[src/vacuum_ejector_pkg.sv]
/*
  Constants for the vacuum ejector controller: register offsets, field
  positions, reset values, threshold arithmetic and timing counts.
  Assumes a 125 MHz core clock and a 10-bit vacuum sample in mbar.
*/
`default_nettype none

package vacuum_ejector_pkg;

  localparam int unsigned ADDR_W = 8;
  localparam int unsigned DATA_W = 16;
  localparam int unsigned VAC_W = 10;

  // Register byte offsets
  localparam logic [7:0] OFS_CTRL = 8'h00;
  localparam logic [7:0] OFS_CONTROL_THRESHOLD = 8'h04;
  localparam logic [7:0] OFS_OUTPUT_THRESHOLD = 8'h08;
  localparam logic [7:0] OFS_BLOW_TIME = 8'h0c;
  localparam logic [7:0] OFS_STATUS = 8'h10;
  localparam logic [7:0] OFS_VACUUM = 8'h14;

  // Control register fields
  localparam int unsigned CTRL_VARIANT_NC = 0;
  localparam int unsigned CTRL_MANUAL = 1;
  localparam int unsigned CTRL_MAN_SUCK = 2;
  localparam int unsigned CTRL_MAN_BLOW = 3;
  localparam int unsigned CTRL_REJECT_CLR = 4;

  // Status register fields
  localparam int unsigned ST_STATE_LSB = 0;
  localparam int unsigned ST_MANUAL = 3;
  localparam int unsigned ST_HOLD = 4;
  localparam int unsigned ST_REJECT = 5;
  localparam int unsigned ST_TIMED = 6;
  localparam int unsigned ST_FEEDBACK = 7;
  localparam int unsigned ST_LED_CTL = 8;
  localparam int unsigned ST_LED_OUT = 9;
  localparam int unsigned ST_CMD_LSB = 10;

  // Values after reset
  localparam logic [9:0] RST_CONTROL_THRESHOLD = 10'h226;
  localparam logic [9:0] RST_OUTPUT_THRESHOLD = 10'h0c8;
  localparam logic [15:0] RST_BLOW_TIME = 16'h0000;
  localparam logic RST_VARIANT_NC = 1'b1;

  // Threshold arithmetic in mbar, except the hysteresis divisor
  localparam logic [9:0] CONTROL_THRESHOLD_MAX = 10'h3ff;
  localparam logic [9:0] CONTROL_HYST_DIV = 10'h005;
  localparam logic [10:0] CONTROL_MIN_GAP = 11'h019;
  localparam logic [9:0] OUTPUT_HYSTERESIS = 10'h00a;

  // Bar segment switch-on levels in mbar, segment 0 first
  localparam logic [9:0] BAR_LEVELS [8] = '{10'h064, 10'h0c8, 10'h12c, 10'h190,
                                            10'h226, 10'h28a, 10'h2ee, 10'h352};

  // Timing
  localparam int unsigned CLK_PERIOD_NS = 8;
  localparam int unsigned MS_TIME_NS = 1000000;
  localparam int unsigned MS_CYCLES_DEF = MS_TIME_NS / CLK_PERIOD_NS;
  localparam logic [7:0] BLINK_HALF_MS = 8'hfa;

  typedef enum logic [2:0] {
    ST_IDLE    = 3'b001,
    ST_SUCTION = 3'b010,
    ST_BLOW    = 3'b100
  } eject_state_t;

endpackage : vacuum_ejector_pkg

`default_nettype wire

[src/vacuum_ejector_control.sv]
/*
  Control logic of a compressed-air vacuum ejector: nozzle and blow-off
  valve drive, air-saving regulation, threshold LEDs, bar display and
  feedback output, with a small register port for parameters.
  Assumes command pins are asynchronous and the vacuum sample arrives on
  the core clock with a valid strobe.
  // What this block does
  // RULE_01 - NO variant: command asserted turns nozzle off
  // RULE_02 - NC variant: command asserted turns nozzle on
  // RULE_03 - Suction: nozzle off at control threshold
  // RULE_04 - Nozzle back on below threshold minus hysteresis
  // RULE_05 - External blow-off follows blow-off command
  // RULE_06 - Internal blow-off runs timed after suction
  // RULE_07 - Decisions use the sampled vacuum value
  // RULE_08 - Eight segment bar shows vacuum always
  // RULE_09 - Suction and blow-off state LEDs
  // RULE_10 - Both threshold LEDs dark below output threshold
  // RULE_11 - Only output LED between thresholds
  // RULE_12 - Both threshold LEDs above control threshold
  // RULE_13 - Reset enters automatic mode, obeys commands
  // RULE_14 - Manual mode: keypad drives suction, blow-off
  // RULE_15 - Parameter changes only in automatic mode
  // RULE_16 - Feedback output with output threshold hysteresis
  // RULE_17 - Maximum control threshold disables regulation
  // RULE_18 - Reject control threshold not above output
  // RULE_19 - Nonzero blow time selects internal blow-off
  // RULE_20 - Synchronise commands; blow-off beats suction
*/
`timescale 1ns/100ps
`default_nettype none

module vacuum_ejector_control #(
  parameter int unsigned MS_CYCLES = vacuum_ejector_pkg::MS_CYCLES_DEF
) (
  // Clock and reset
  input wire logic core_clk_i,
  input wire logic sys_rst_i,
  // Register port
  input wire logic [vacuum_ejector_pkg::ADDR_W-1:0] reg_addr_i,
  input wire logic [vacuum_ejector_pkg::DATA_W-1:0] reg_wdata_i,
  input wire logic reg_wr_i,
  input wire logic reg_rd_i,
  output logic [vacuum_ejector_pkg::DATA_W-1:0] reg_rdata_o,
  // Command pins from the machine controller
  input wire logic suck_cmd_i,
  input wire logic blow_cmd_i,
  // Vacuum sensor sample, mbar
  input wire logic [vacuum_ejector_pkg::VAC_W-1:0] vac_sample_i,
  input wire logic vac_valid_i,
  // Valves and feedback
  output logic nozzle_valve_o,
  output logic blow_valve_o,
  output logic feedback_o,
  // Display
  output logic led_suction_o,
  output logic led_blow_o,
  output logic led_control_o,
  output logic led_output_o,
  output logic [7:0] bar_o
);

  import vacuum_ejector_pkg::*;

  // Lower switching point of the control threshold: 20 % below it,
  // but not below the output threshold plus the minimum gap, and never above the control threshold itself.
  function automatic logic [9:0] control_low(input logic [9:0] ctl, input logic [9:0] outp);
    logic [9:0] low;
    logic [10:0] floor_v;
    low = ctl - (ctl / CONTROL_HYST_DIV);
    floor_v = {1'b0, outp} + CONTROL_MIN_GAP;
    if (floor_v > {1'b0, ctl}) begin
      low = ctl;
    end else if (floor_v > {1'b0, low}) begin
      low = floor_v[9:0];
    end
    return low;
  endfunction : control_low

  function automatic logic [9:0] output_low(input logic [9:0] outp);
    return (outp > OUTPUT_HYSTERESIS) ? (outp - OUTPUT_HYSTERESIS) : 10'h000;
  endfunction : output_low

  // Register state
  logic variant_nc_q;
  logic manual_q;
  logic man_suck_q;
  logic man_blow_q;
  logic reject_q;
  logic [9:0] control_threshold_q;
  logic [9:0] output_threshold_q;
  logic [15:0] blow_time_q;
  logic [9:0] vac_q;

  // Core state
  eject_state_t state_q;
  eject_state_t state_d;
  logic hold_q;
  logic ctl_on_q;
  logic out_on_q;
  logic [15:0] blow_left_q;
  logic blow_load;
  logic [31:0] ms_cnt_q;
  logic ms_tick;
  logic [7:0] blink_cnt_q;
  logic blink_q;
  logic [1:0] cmd_sync;
  logic [1:0] cmd_prev_q;

  // Decoded conditions
  logic wr_ctrl;
  logic wr_param;
  logic timed;
  logic reg_disabled;
  logic suction_req;
  logic ext_blow;
  logic [9:0] ctl_low;
  logic [9:0] out_low;
  logic [7:0] bar_d;

  // RULE_20 command sync
  cmd_sync u_cmd_sync (
    .core_clk_i(core_clk_i),
    .sys_rst_i(sys_rst_i),
    .async_i({blow_cmd_i, suck_cmd_i}),
    .sync_o(cmd_sync)
  );

  assign wr_ctrl = reg_wr_i && (reg_addr_i == OFS_CTRL);
  // RULE_15 automatic mode only
  assign wr_param = reg_wr_i && !manual_q;
  // RULE_19 timed when nonzero
  assign timed = (blow_time_q != 16'h0000);
  // RULE_17 maximum disables regulation
  assign reg_disabled = (control_threshold_q == CONTROL_THRESHOLD_MAX);
  assign ctl_low = control_low(control_threshold_q, output_threshold_q);
  assign out_low = output_low(output_threshold_q);

  // RULE_01 NO variant inverts command
  // RULE_02 NC variant follows command
  // RULE_14 manual keypad request
  always_comb begin
    if (manual_q) begin
      suction_req = man_suck_q;
    end else if (variant_nc_q) begin
      suction_req = cmd_sync[0];
    end else begin
      suction_req = !cmd_sync[0];
    end
  end

  // RULE_05 external blow-off request
  // Held manual blow-off button acts like the external input
  assign ext_blow = manual_q ? man_blow_q : (cmd_sync[1] && !timed);

  // Millisecond enable, restarted when a timed blow-off loads
  assign ms_tick = (ms_cnt_q == (MS_CYCLES - 32'd1));

  always_ff @(posedge core_clk_i or posedge sys_rst_i) begin
    if (sys_rst_i) begin
      ms_cnt_q <= 32'h0000_0000;
    end else if (ms_tick || blow_load) begin
      ms_cnt_q <= 32'h0000_0000;
    end else begin
      ms_cnt_q <= ms_cnt_q + 32'd1;
    end
  end

  always_ff @(posedge core_clk_i or posedge sys_rst_i) begin
    if (sys_rst_i) begin
      blink_cnt_q <= 8'h00;
      blink_q <= 1'b0;
    end else if (ms_tick) begin
      if (blink_cnt_q == BLINK_HALF_MS - 8'h01) begin
        blink_cnt_q <= 8'h00;
        blink_q <= !blink_q;
      end else begin
        blink_cnt_q <= blink_cnt_q + 8'h01;
      end
    end
  end

  // RULE_07 latch sampled vacuum
  always_ff @(posedge core_clk_i or posedge sys_rst_i) begin
    if (sys_rst_i) begin
      vac_q <= 10'h000;
    end else if (vac_valid_i) begin
      vac_q <= vac_sample_i;
    end
  end

  // Process state machine
  always_comb begin
    state_d = state_q;
    blow_load = 1'b0;
    case (state_q)
      ST_IDLE: begin
        // RULE_20 blow-off first
        if (ext_blow) begin
          state_d = ST_BLOW;
        end else if (suction_req) begin
          state_d = ST_SUCTION;
        end
      end
      ST_SUCTION: begin
        if (ext_blow) begin
          state_d = ST_BLOW;
        end else if (!suction_req) begin
          // RULE_06 timed blow on leaving
          if (timed) begin
            state_d = ST_BLOW;
            blow_load = 1'b1;
          end else begin
            state_d = ST_IDLE;
          end
        end
      end
      ST_BLOW: begin
        // RULE_05 blow while commanded
        if (!ext_blow && (blow_left_q == 16'h0000)) begin
          state_d = suction_req ? ST_SUCTION : ST_IDLE;
        end
      end
      default: begin
        state_d = ST_IDLE;
      end
    endcase
  end

  // RULE_13 reset to automatic idle
  always_ff @(posedge core_clk_i or posedge sys_rst_i) begin
    if (sys_rst_i) begin
      state_q <= ST_IDLE;
    end else begin
      state_q <= state_d;
    end
  end

  // RULE_06 blow-off duration count
  always_ff @(posedge core_clk_i or posedge sys_rst_i) begin
    if (sys_rst_i) begin
      blow_left_q <= 16'h0000;
    end else if (blow_load) begin
      blow_left_q <= blow_time_q;
    end else if (state_q != ST_BLOW) begin
      blow_left_q <= 16'h0000;
    end else if (ms_tick && (blow_left_q != 16'h0000)) begin
      blow_left_q <= blow_left_q - 16'h0001;
    end
  end

  // Air-saving regulation; small volumes may overshoot before the cut
  always_ff @(posedge core_clk_i or posedge sys_rst_i) begin
    if (sys_rst_i) begin
      hold_q <= 1'b0;
    end else if ((state_q != ST_SUCTION) || reg_disabled) begin
      hold_q <= 1'b0;
    end else if (vac_q >= control_threshold_q) begin
      // RULE_03 cut at threshold
      hold_q <= 1'b1;
    end else if (vac_q < ctl_low) begin
      // RULE_04 resume below hysteresis
      hold_q <= 1'b0;
    end
  end

  // RULE_10 dark below output point
  // RULE_16 output threshold hysteresis
  always_ff @(posedge core_clk_i or posedge sys_rst_i) begin
    if (sys_rst_i) begin
      out_on_q <= 1'b0;
    end else if (vac_q > output_threshold_q) begin
      out_on_q <= 1'b1;
    end else if (vac_q < out_low) begin
      out_on_q <= 1'b0;
    end
  end

  // RULE_12 control threshold hysteresis
  always_ff @(posedge core_clk_i or posedge sys_rst_i) begin
    if (sys_rst_i) begin
      ctl_on_q <= 1'b0;
    end else if (vac_q > control_threshold_q) begin
      ctl_on_q <= 1'b1;
    end else if (vac_q < ctl_low) begin
      ctl_on_q <= 1'b0;
    end
  end

  // RULE_08 eight segment bar
  always_comb begin
    for (int i = 0; i < 8; i++) begin
      bar_d[i] = (vac_q >= BAR_LEVELS[i]);
    end
  end

  // Output registers; threshold LEDs flash together in manual mode
  always_ff @(posedge core_clk_i or posedge sys_rst_i) begin
    if (sys_rst_i) begin
      nozzle_valve_o <= 1'b0;
      blow_valve_o <= 1'b0;
      feedback_o <= 1'b0;
      led_suction_o <= 1'b0;
      led_blow_o <= 1'b0;
      led_control_o <= 1'b0;
      led_output_o <= 1'b0;
      bar_o <= 8'h00;
    end else begin
      nozzle_valve_o <= (state_q == ST_SUCTION) && !hold_q;
      blow_valve_o <= (state_q == ST_BLOW);
      // RULE_16 feedback follows output point
      feedback_o <= out_on_q;
      // RULE_09 process state LEDs
      led_suction_o <= (state_q == ST_SUCTION);
      led_blow_o <= (state_q == ST_BLOW);
      // RULE_11 output LED between thresholds
      led_control_o <= manual_q ? blink_q : ctl_on_q;
      led_output_o <= manual_q ? blink_q : (out_on_q || ctl_on_q);
      bar_o <= bar_d;
    end
  end

  // RULE_14 manual mode entry and exit
  // Entry always starts pneumatically off; a change on either command pin
  // drops back to automatic mode, which can move the handled part.
  always_ff @(posedge core_clk_i or posedge sys_rst_i) begin
    if (sys_rst_i) begin
      manual_q <= 1'b0;
      man_suck_q <= 1'b0;
      man_blow_q <= 1'b0;
      cmd_prev_q <= 2'h0;
    end else begin
      cmd_prev_q <= cmd_sync;
      if (manual_q && (cmd_sync != cmd_prev_q)) begin
        manual_q <= 1'b0;
        man_suck_q <= 1'b0;
        man_blow_q <= 1'b0;
      end else if (wr_ctrl) begin
        manual_q <= reg_wdata_i[CTRL_MANUAL];
        if (manual_q && reg_wdata_i[CTRL_MANUAL]) begin
          man_suck_q <= reg_wdata_i[CTRL_MAN_SUCK];
          man_blow_q <= reg_wdata_i[CTRL_MAN_BLOW];
        end else begin
          man_suck_q <= 1'b0;
          man_blow_q <= 1'b0;
        end
      end
    end
  end

  // Parameter registers
  always_ff @(posedge core_clk_i or posedge sys_rst_i) begin
    if (sys_rst_i) begin
      variant_nc_q <= RST_VARIANT_NC;
      control_threshold_q <= RST_CONTROL_THRESHOLD;
      output_threshold_q <= RST_OUTPUT_THRESHOLD;
      blow_time_q <= RST_BLOW_TIME;
    end else if (wr_param) begin
      case (reg_addr_i)
        OFS_CTRL: begin
          variant_nc_q <= reg_wdata_i[CTRL_VARIANT_NC];
        end
        OFS_CONTROL_THRESHOLD: begin
          // RULE_18 must exceed output point
          if (reg_wdata_i[9:0] > output_threshold_q) begin
            control_threshold_q <= reg_wdata_i[9:0];
          end
        end
        OFS_OUTPUT_THRESHOLD: begin
          if (reg_wdata_i[9:0] < control_threshold_q) begin
            output_threshold_q <= reg_wdata_i[9:0];
          end
        end
        OFS_BLOW_TIME: begin
          blow_time_q <= reg_wdata_i;
        end
        default: begin
        end
      endcase
    end
  end

  // RULE_18 sticky reject flag
  // Rejection sets it; a new rejection in the clearing cycle wins.
  always_ff @(posedge core_clk_i or posedge sys_rst_i) begin
    if (sys_rst_i) begin
      reject_q <= 1'b0;
    end else if (reg_wr_i && manual_q && (reg_addr_i != OFS_CTRL) && (reg_addr_i != OFS_STATUS)
                 && (reg_addr_i != OFS_VACUUM)) begin
      reject_q <= 1'b1;
    end else if (wr_param && (reg_addr_i == OFS_CONTROL_THRESHOLD)
                 && (reg_wdata_i[9:0] <= output_threshold_q)) begin
      reject_q <= 1'b1;
    end else if (wr_param && (reg_addr_i == OFS_OUTPUT_THRESHOLD)
                 && (reg_wdata_i[9:0] >= control_threshold_q)) begin
      reject_q <= 1'b1;
    end else if (wr_ctrl && reg_wdata_i[CTRL_REJECT_CLR]) begin
      reject_q <= 1'b0;
    end
  end

  // Read data valid only in the cycle after the read strobe
  always_ff @(posedge core_clk_i or posedge sys_rst_i) begin
    if (sys_rst_i) begin
      reg_rdata_o <= 16'h0000;
    end else if (!reg_rd_i) begin
      reg_rdata_o <= 16'h0000;
    end else begin
      case (reg_addr_i)
        OFS_CTRL: begin
          reg_rdata_o <= {12'h000, man_blow_q, man_suck_q, manual_q, variant_nc_q};
        end
        OFS_CONTROL_THRESHOLD: begin
          reg_rdata_o <= {6'h00, control_threshold_q};
        end
        OFS_OUTPUT_THRESHOLD: begin
          reg_rdata_o <= {6'h00, output_threshold_q};
        end
        OFS_BLOW_TIME: begin
          reg_rdata_o <= blow_time_q;
        end
        OFS_STATUS: begin
          reg_rdata_o <= {4'h0, cmd_sync, (out_on_q || ctl_on_q), ctl_on_q, out_on_q, timed,
                          reject_q, hold_q, manual_q, state_q};
        end
        OFS_VACUUM: begin
          reg_rdata_o <= {6'h00, vac_q};
        end
        default: begin
          reg_rdata_o <= 16'h0000;
        end
      endcase
    end
  end

endmodule : vacuum_ejector_control

`default_nettype wire

[src/cmd_sync.sv]
/*
  Two-flop synchroniser for the two discrete command pins.
  Assumes the pins are asynchronous to the core clock.
*/
`timescale 1ns/100ps
`default_nettype none

module cmd_sync (
  // Clock and reset
  input wire logic core_clk_i,
  input wire logic sys_rst_i,
  // Pins and synchronised levels
  input wire logic [1:0] async_i,
  output logic [1:0] sync_o
);

  logic [1:0] meta_q;

  always_ff @(posedge core_clk_i or posedge sys_rst_i) begin
    if (sys_rst_i) begin
      meta_q <= 2'h0;
      sync_o <= 2'h0;
    end else begin
      meta_q <= async_i;
      sync_o <= meta_q;
    end
  end

endmodule : cmd_sync

`default_nettype wire

[config.mk]
export PLATFORM = sky130hd
export DESIGN_NAME = vacuum_ejector_control
export DESIGN_NICKNAME = d
export VERILOG_FILES = /design/src/vacuum_ejector_pkg.sv /design/src/vacuum_ejector_control.sv /design/src/cmd_sync.sv
export SDC_FILE = /design/constraint.sdc
export NUM_CORES = 1
export LEC_CHECK = 0
export BUFFER_PORTS_ARGS = -buffer_cell sky130_fd_sc_hd__buf_4
export CAP_MARGIN = 40
export CORE_MARGIN = 3
export CORE_UTILIZATION = 40
export CTS_CLUSTER_SIZE = 16
export DETAILED_ROUTE_END_ITERATION = 10
export PLACE_DENSITY = 0.65
export REMOVE_ABC_BUFFERS = 1
export SYNTH_ARGS = -nofsm -noshare
export SYNTH_HDL_FRONTEND = slang
export SYNTH_SLANG_ARGS = --single-unit
[constraint.sdc]
create_clock -name core_clk_i -period 9.52 [get_ports core_clk_i]
set_clock_uncertainty 0.2 [all_clocks]
set_input_delay 0.476 -clock core_clk_i [delete_from_list [all_inputs] [get_ports core_clk_i]]
set_output_delay 0.476 -clock core_clk_i [all_outputs]
set_load 0.1 [all_outputs]
==> results.tsv <==
stage	metric	value	unit
sta	pins over their slew limit	0	
synth	Synth Register Bits	150	
power_and_ir_drop	pwr dens	175	nW/µm²
synth	Ys Warns	0	
setup_path	origin of the critical flop-to-flop path	control_threshold_q[9]$_DFFE_PP1P_	
status	status	completed	
clock_tree	CTS max path bufs	2	
sta	Tmin final	8.91	ns
placement	placed insts	1566	
grt	largest net degree at the start of global routing	79	
setup_path	endpoint class of the critical path	register	
setup_path	WP data required	9.63	ns
sta	PnR worst setup slack	0.609	ns
synth	ys flop type	dfrtp_1	
clock_tree	TritonCTS clock tree	done	
power_and_ir_drop	Clk pwr share	0.340	
route	Pre-Repair DR Iteration Count	5	
setup_path	CP max stage delay	0.59	ns
finish	final net count	1398	
min_path	Hold Path Class	in -> reg	
synth	Synth area leader	dfrtp_1	
clock_tree	Root Buffer Master	clkbuf_16	
sta	Highest Clock Rate	112	MHz
synth	synthesized instance count	1200	
grt	initial antenna violation count	0	
sta	final hold vios	0	
route	vias	9535	
route	vias per cell	5.93	
setup_path	crit path DAT	9.02	ns
clock_tree	Worst-Skew Late Latency	0.43	ns
setup_path	Worst Reg-to-Reg Cells	44	
floorplan	height of the die	170	µm
grt	first-pass GRT wire length	47.8	mm
synth	largest family of logic cells by synthesized area	compound AO/OA/AOI/OAI gates	
synth	Post-Synth XOR/XNOR Area	0.0463	
synth	adder-cell area share of the yosys netlist	0.114	
synth	post-synth top area share	0.327	
setup_path	Worst Setup SP	control_threshold_q[9]$_DFFE_PP1P_	
synth	Compound-Gate Fraction of Synth Area	0.205	
setup_path	Startpoint Class	register	
floorplan	die width	170	µm
power_and_ir_drop	combinational share of power	0.293	
route	residual DRC count	0	
grt	grt total ovfl	0	
clock_tree	total CTS buffers	17	
floorplan	Core ar.	26300	µm²
grt	number of global-route vias before repair	9083	
grt	overall routing resource usage	0.205	
setup_path	critical path's slowest cell	dfstp_2	
synth	multiplexer area fraction after synthesis	0.0503	
route	Detailed Route Iter0 Violations	697	
min_path	WHS Path Cells	3	
synth	simple-gate portion of the synthesized area	0.197	
sta	worst slew pin tran	0.879	ns
placement	post-detailed-placement cell area	11700	µm²
route	total wire length	29.6	mm
clock_tree	clock slew at reported path FFs	0.07	ns
synth	Syn Area/Cell	8.99	µm²
power_and_ir_drop	Leak	5.52	nW
placement	GPL Wtd Cong	0.907	
route	Final ANT Viol Nets	0	
sta	hold_ws	0.0509	ns
finish	Final Util	0.472	
power_and_ir_drop	part of the power in registers	0.367	
sta	Slew HR	0.410	
finish	fraction of layout cells with a size suffix above 1	0.160	
synth	share of the yosys chip area belonging to registers	0.349	
power_and_ir_drop	Power Total	2.17	mW
finish	# diodes	0	
finish	P&R area growth vs syn	15.1	%
power_and_ir_drop	Pint	1.39	mW
finish	final instance area	12400	µm²
setup_path	CP Class	reg -> reg	
synth	Cell Area, Synth	10800	µm²
synth	Post-synth EDFFs	0	
power_and_ir_drop	sw power	0.785	mW
synth	Distinct cells, synth	87	
setup_path	CP dominant cell by count	ha_1	
run	Max Cap Viol	0	
synth	dominant cells by area after synthesis	dfrtp_1, ha_1, o21ai_0, nor2_1, mux2_2	
power_and_ir_drop	Switching Share	0.361	
placement	PortBufs	71	
placement	post-place setup slack	0.0707	ns
floorplan	Initial Util	0.411	
synth	fraction of registers with async set/reset	1.00	
floorplan	FP Rows	59	
sta	Final TNS setup	0	ns
sta	Final Cycle Share	0.936	
finish	final std cells w/o fill	1607	
floorplan	IO Count	72	
power_and_ir_drop	worst ir drop on vdd	108	µV
floorplan	die footprint	29000	µm²
min_path	HP Start	vac_sample_i[7]	
clock_tree	H-tree lvl count	4	
setup_path	Max FO, Critical Path	8	
route	wire length per cell	18.4	µm
placement	DP Wirelength	21.4	mm
clock_tree	CTS sink count	150	
sta	Setup-failing EPs final	0	
## kinds of logic after synthesis
kind of cell | after synthesis
flops | 150
xor+xnor | 57
simple gates | 412
compound gates | 328
buf+inv | 105
mux | 50
fa+ha+maj | 98
## routing by layer
| layer | vias to the layer above | GRT usage | wire length [µm] |
|---|---|---|---|
| met3 | 53 | 0.0325 | 1670 |
| met1 | 4614 | 0.287 | 13800 |
| li1 | 4556 | - | - |
| met4 | 0 | 0.0688 | 729 |
| met2 | 312 | 0.324 | 13400 |
| met5 | - | 0 | 0 |
## final timing paths
check / end / slack, ns
max in group asynchronous: control_threshold_q[5]$_DFFE_PP1P_ / 7.48
setup reg to reg: ctl_on_q$_DFFE_PP0P_ / 0.61
setup / recovery: ctl_on_q$_DFFE_PP0P_ / 0.61
hold / removal: vac_q[7]$_DFFE_PP0P_ / 0.05
hold reg to reg: u_cmd_sync.sync_o[1]$_DFF_PP0_ / 0.15
min in group asynchronous: ms_cnt_q[9]$_DFF_PP0_ / 0.54
## cell usage in the layout, fill, tap and decap left out, types with 12 or more instances in the layout
cell type and n:
mux2i_1 16, nand4_1 31, nand3_1 44, and2_1 13, o21a_1 17, a31oi_1 15, nor4_1 18, xor2_1 26
nand2_1 88, a22oi_1 28, nor2b_1 22, ha_1 95, xnor2_1 31, and3_1 12, o211ai_1 18, o21ai_0 86
mux2_2 33, inv_1 43, dfrtp_1 138, nor3_1 24, a21o_1 17, a21oi_1 67, nor2_1 103, clkbuf_16 17
nand2b_1 17, buf_4 92
## final cells by class
| type | instances | area (µm²) |
|---|---|---|
| Sequential cell | 150 | 3770 |
| Timing Repair Buffer | 99 | 773 |
| Tap cell | 335 | 419 |
| Clock inverter | 11 | 186 |
| Clock buffer | 20 | 447 |
| Multi-Input combinational cell | 945 | 6640 |
| Inverter | 47 | 181 |
| Fill cell | 2478 | 13900 |
## power groups by stage
stage | registers, mW | clock network (mW) | logic (mW)
finish | 0.798 | 0.739 | 0.637
global route | 0.808 | 0.777 | 0.710
CTS | 0.796 | 0.749 | 0.629
detailed placement | 0.806 | 0 | 0.623
global placement | 0.806 | 0 | 0.610
floorplan | 0.848 | 0 | 0.400
## synth_stat cells, types with 5 or more instances
library cell / count
mux2_2: 33
nand2b_1: 17
o211ai_1: 18
a211oi_1: 9
clkbuf_1: 40
buf_2: 7
mux2i_1: 16
dfstp_2: 9
a22o_1: 5
xnor2_1: 31
ha_1: 96
nand3_1: 44
a21o_1: 17
nor2_1: 104
nor4_1: 18
a22oi_1: 28
nor2b_1: 22
nor3_1: 25
a41oi_1: 5
and3_1: 12
nand2_1: 89
and2_1: 13
dfrtp_1: 141
xor2_1: 26
a21oi_1: 67
inv_1: 44
buf_1: 7
or4_1: 6
nand4_1: 31
a32oi_1: 6
a31oi_1: 15
o21ai_0: 87
o21a_1: 17
o31ai_1: 8
## state kept, by name, summed over array words and instances (netlist names), 8 cells and up
register / cells
ms_cnt_q: 32
blow_left_q: 16
blow_time_q: 16
reg_rdata_o: 16
control_threshold_q: 10
output_threshold_q: 10
vac_q: 10
bar_o: 8
blink_cnt_q: 8
## critical path, delay by kind of cell (launching register included)
family                   cells  cell delay (ns)
flip-flops                   1             0.59
AND/OR/NAND/NOR              9             1.20
buffers and inverters        3             0.32
adder cells (fa/ha/maj)      7             2.04
XOR/XNOR                     1             0.16
AO/OA/AOI/OAI               24             4.26
## what timing repair did
action                                  in CTS  in global routing
setup buffers                                0                  7
hold buffers                                 3                  0
resized for setup                            0                 13
endpoints found under the setup margin       0                  2
hold endpoints to repair                    30                  0
No activity file was read; power rests on OpenSTA's default activity.
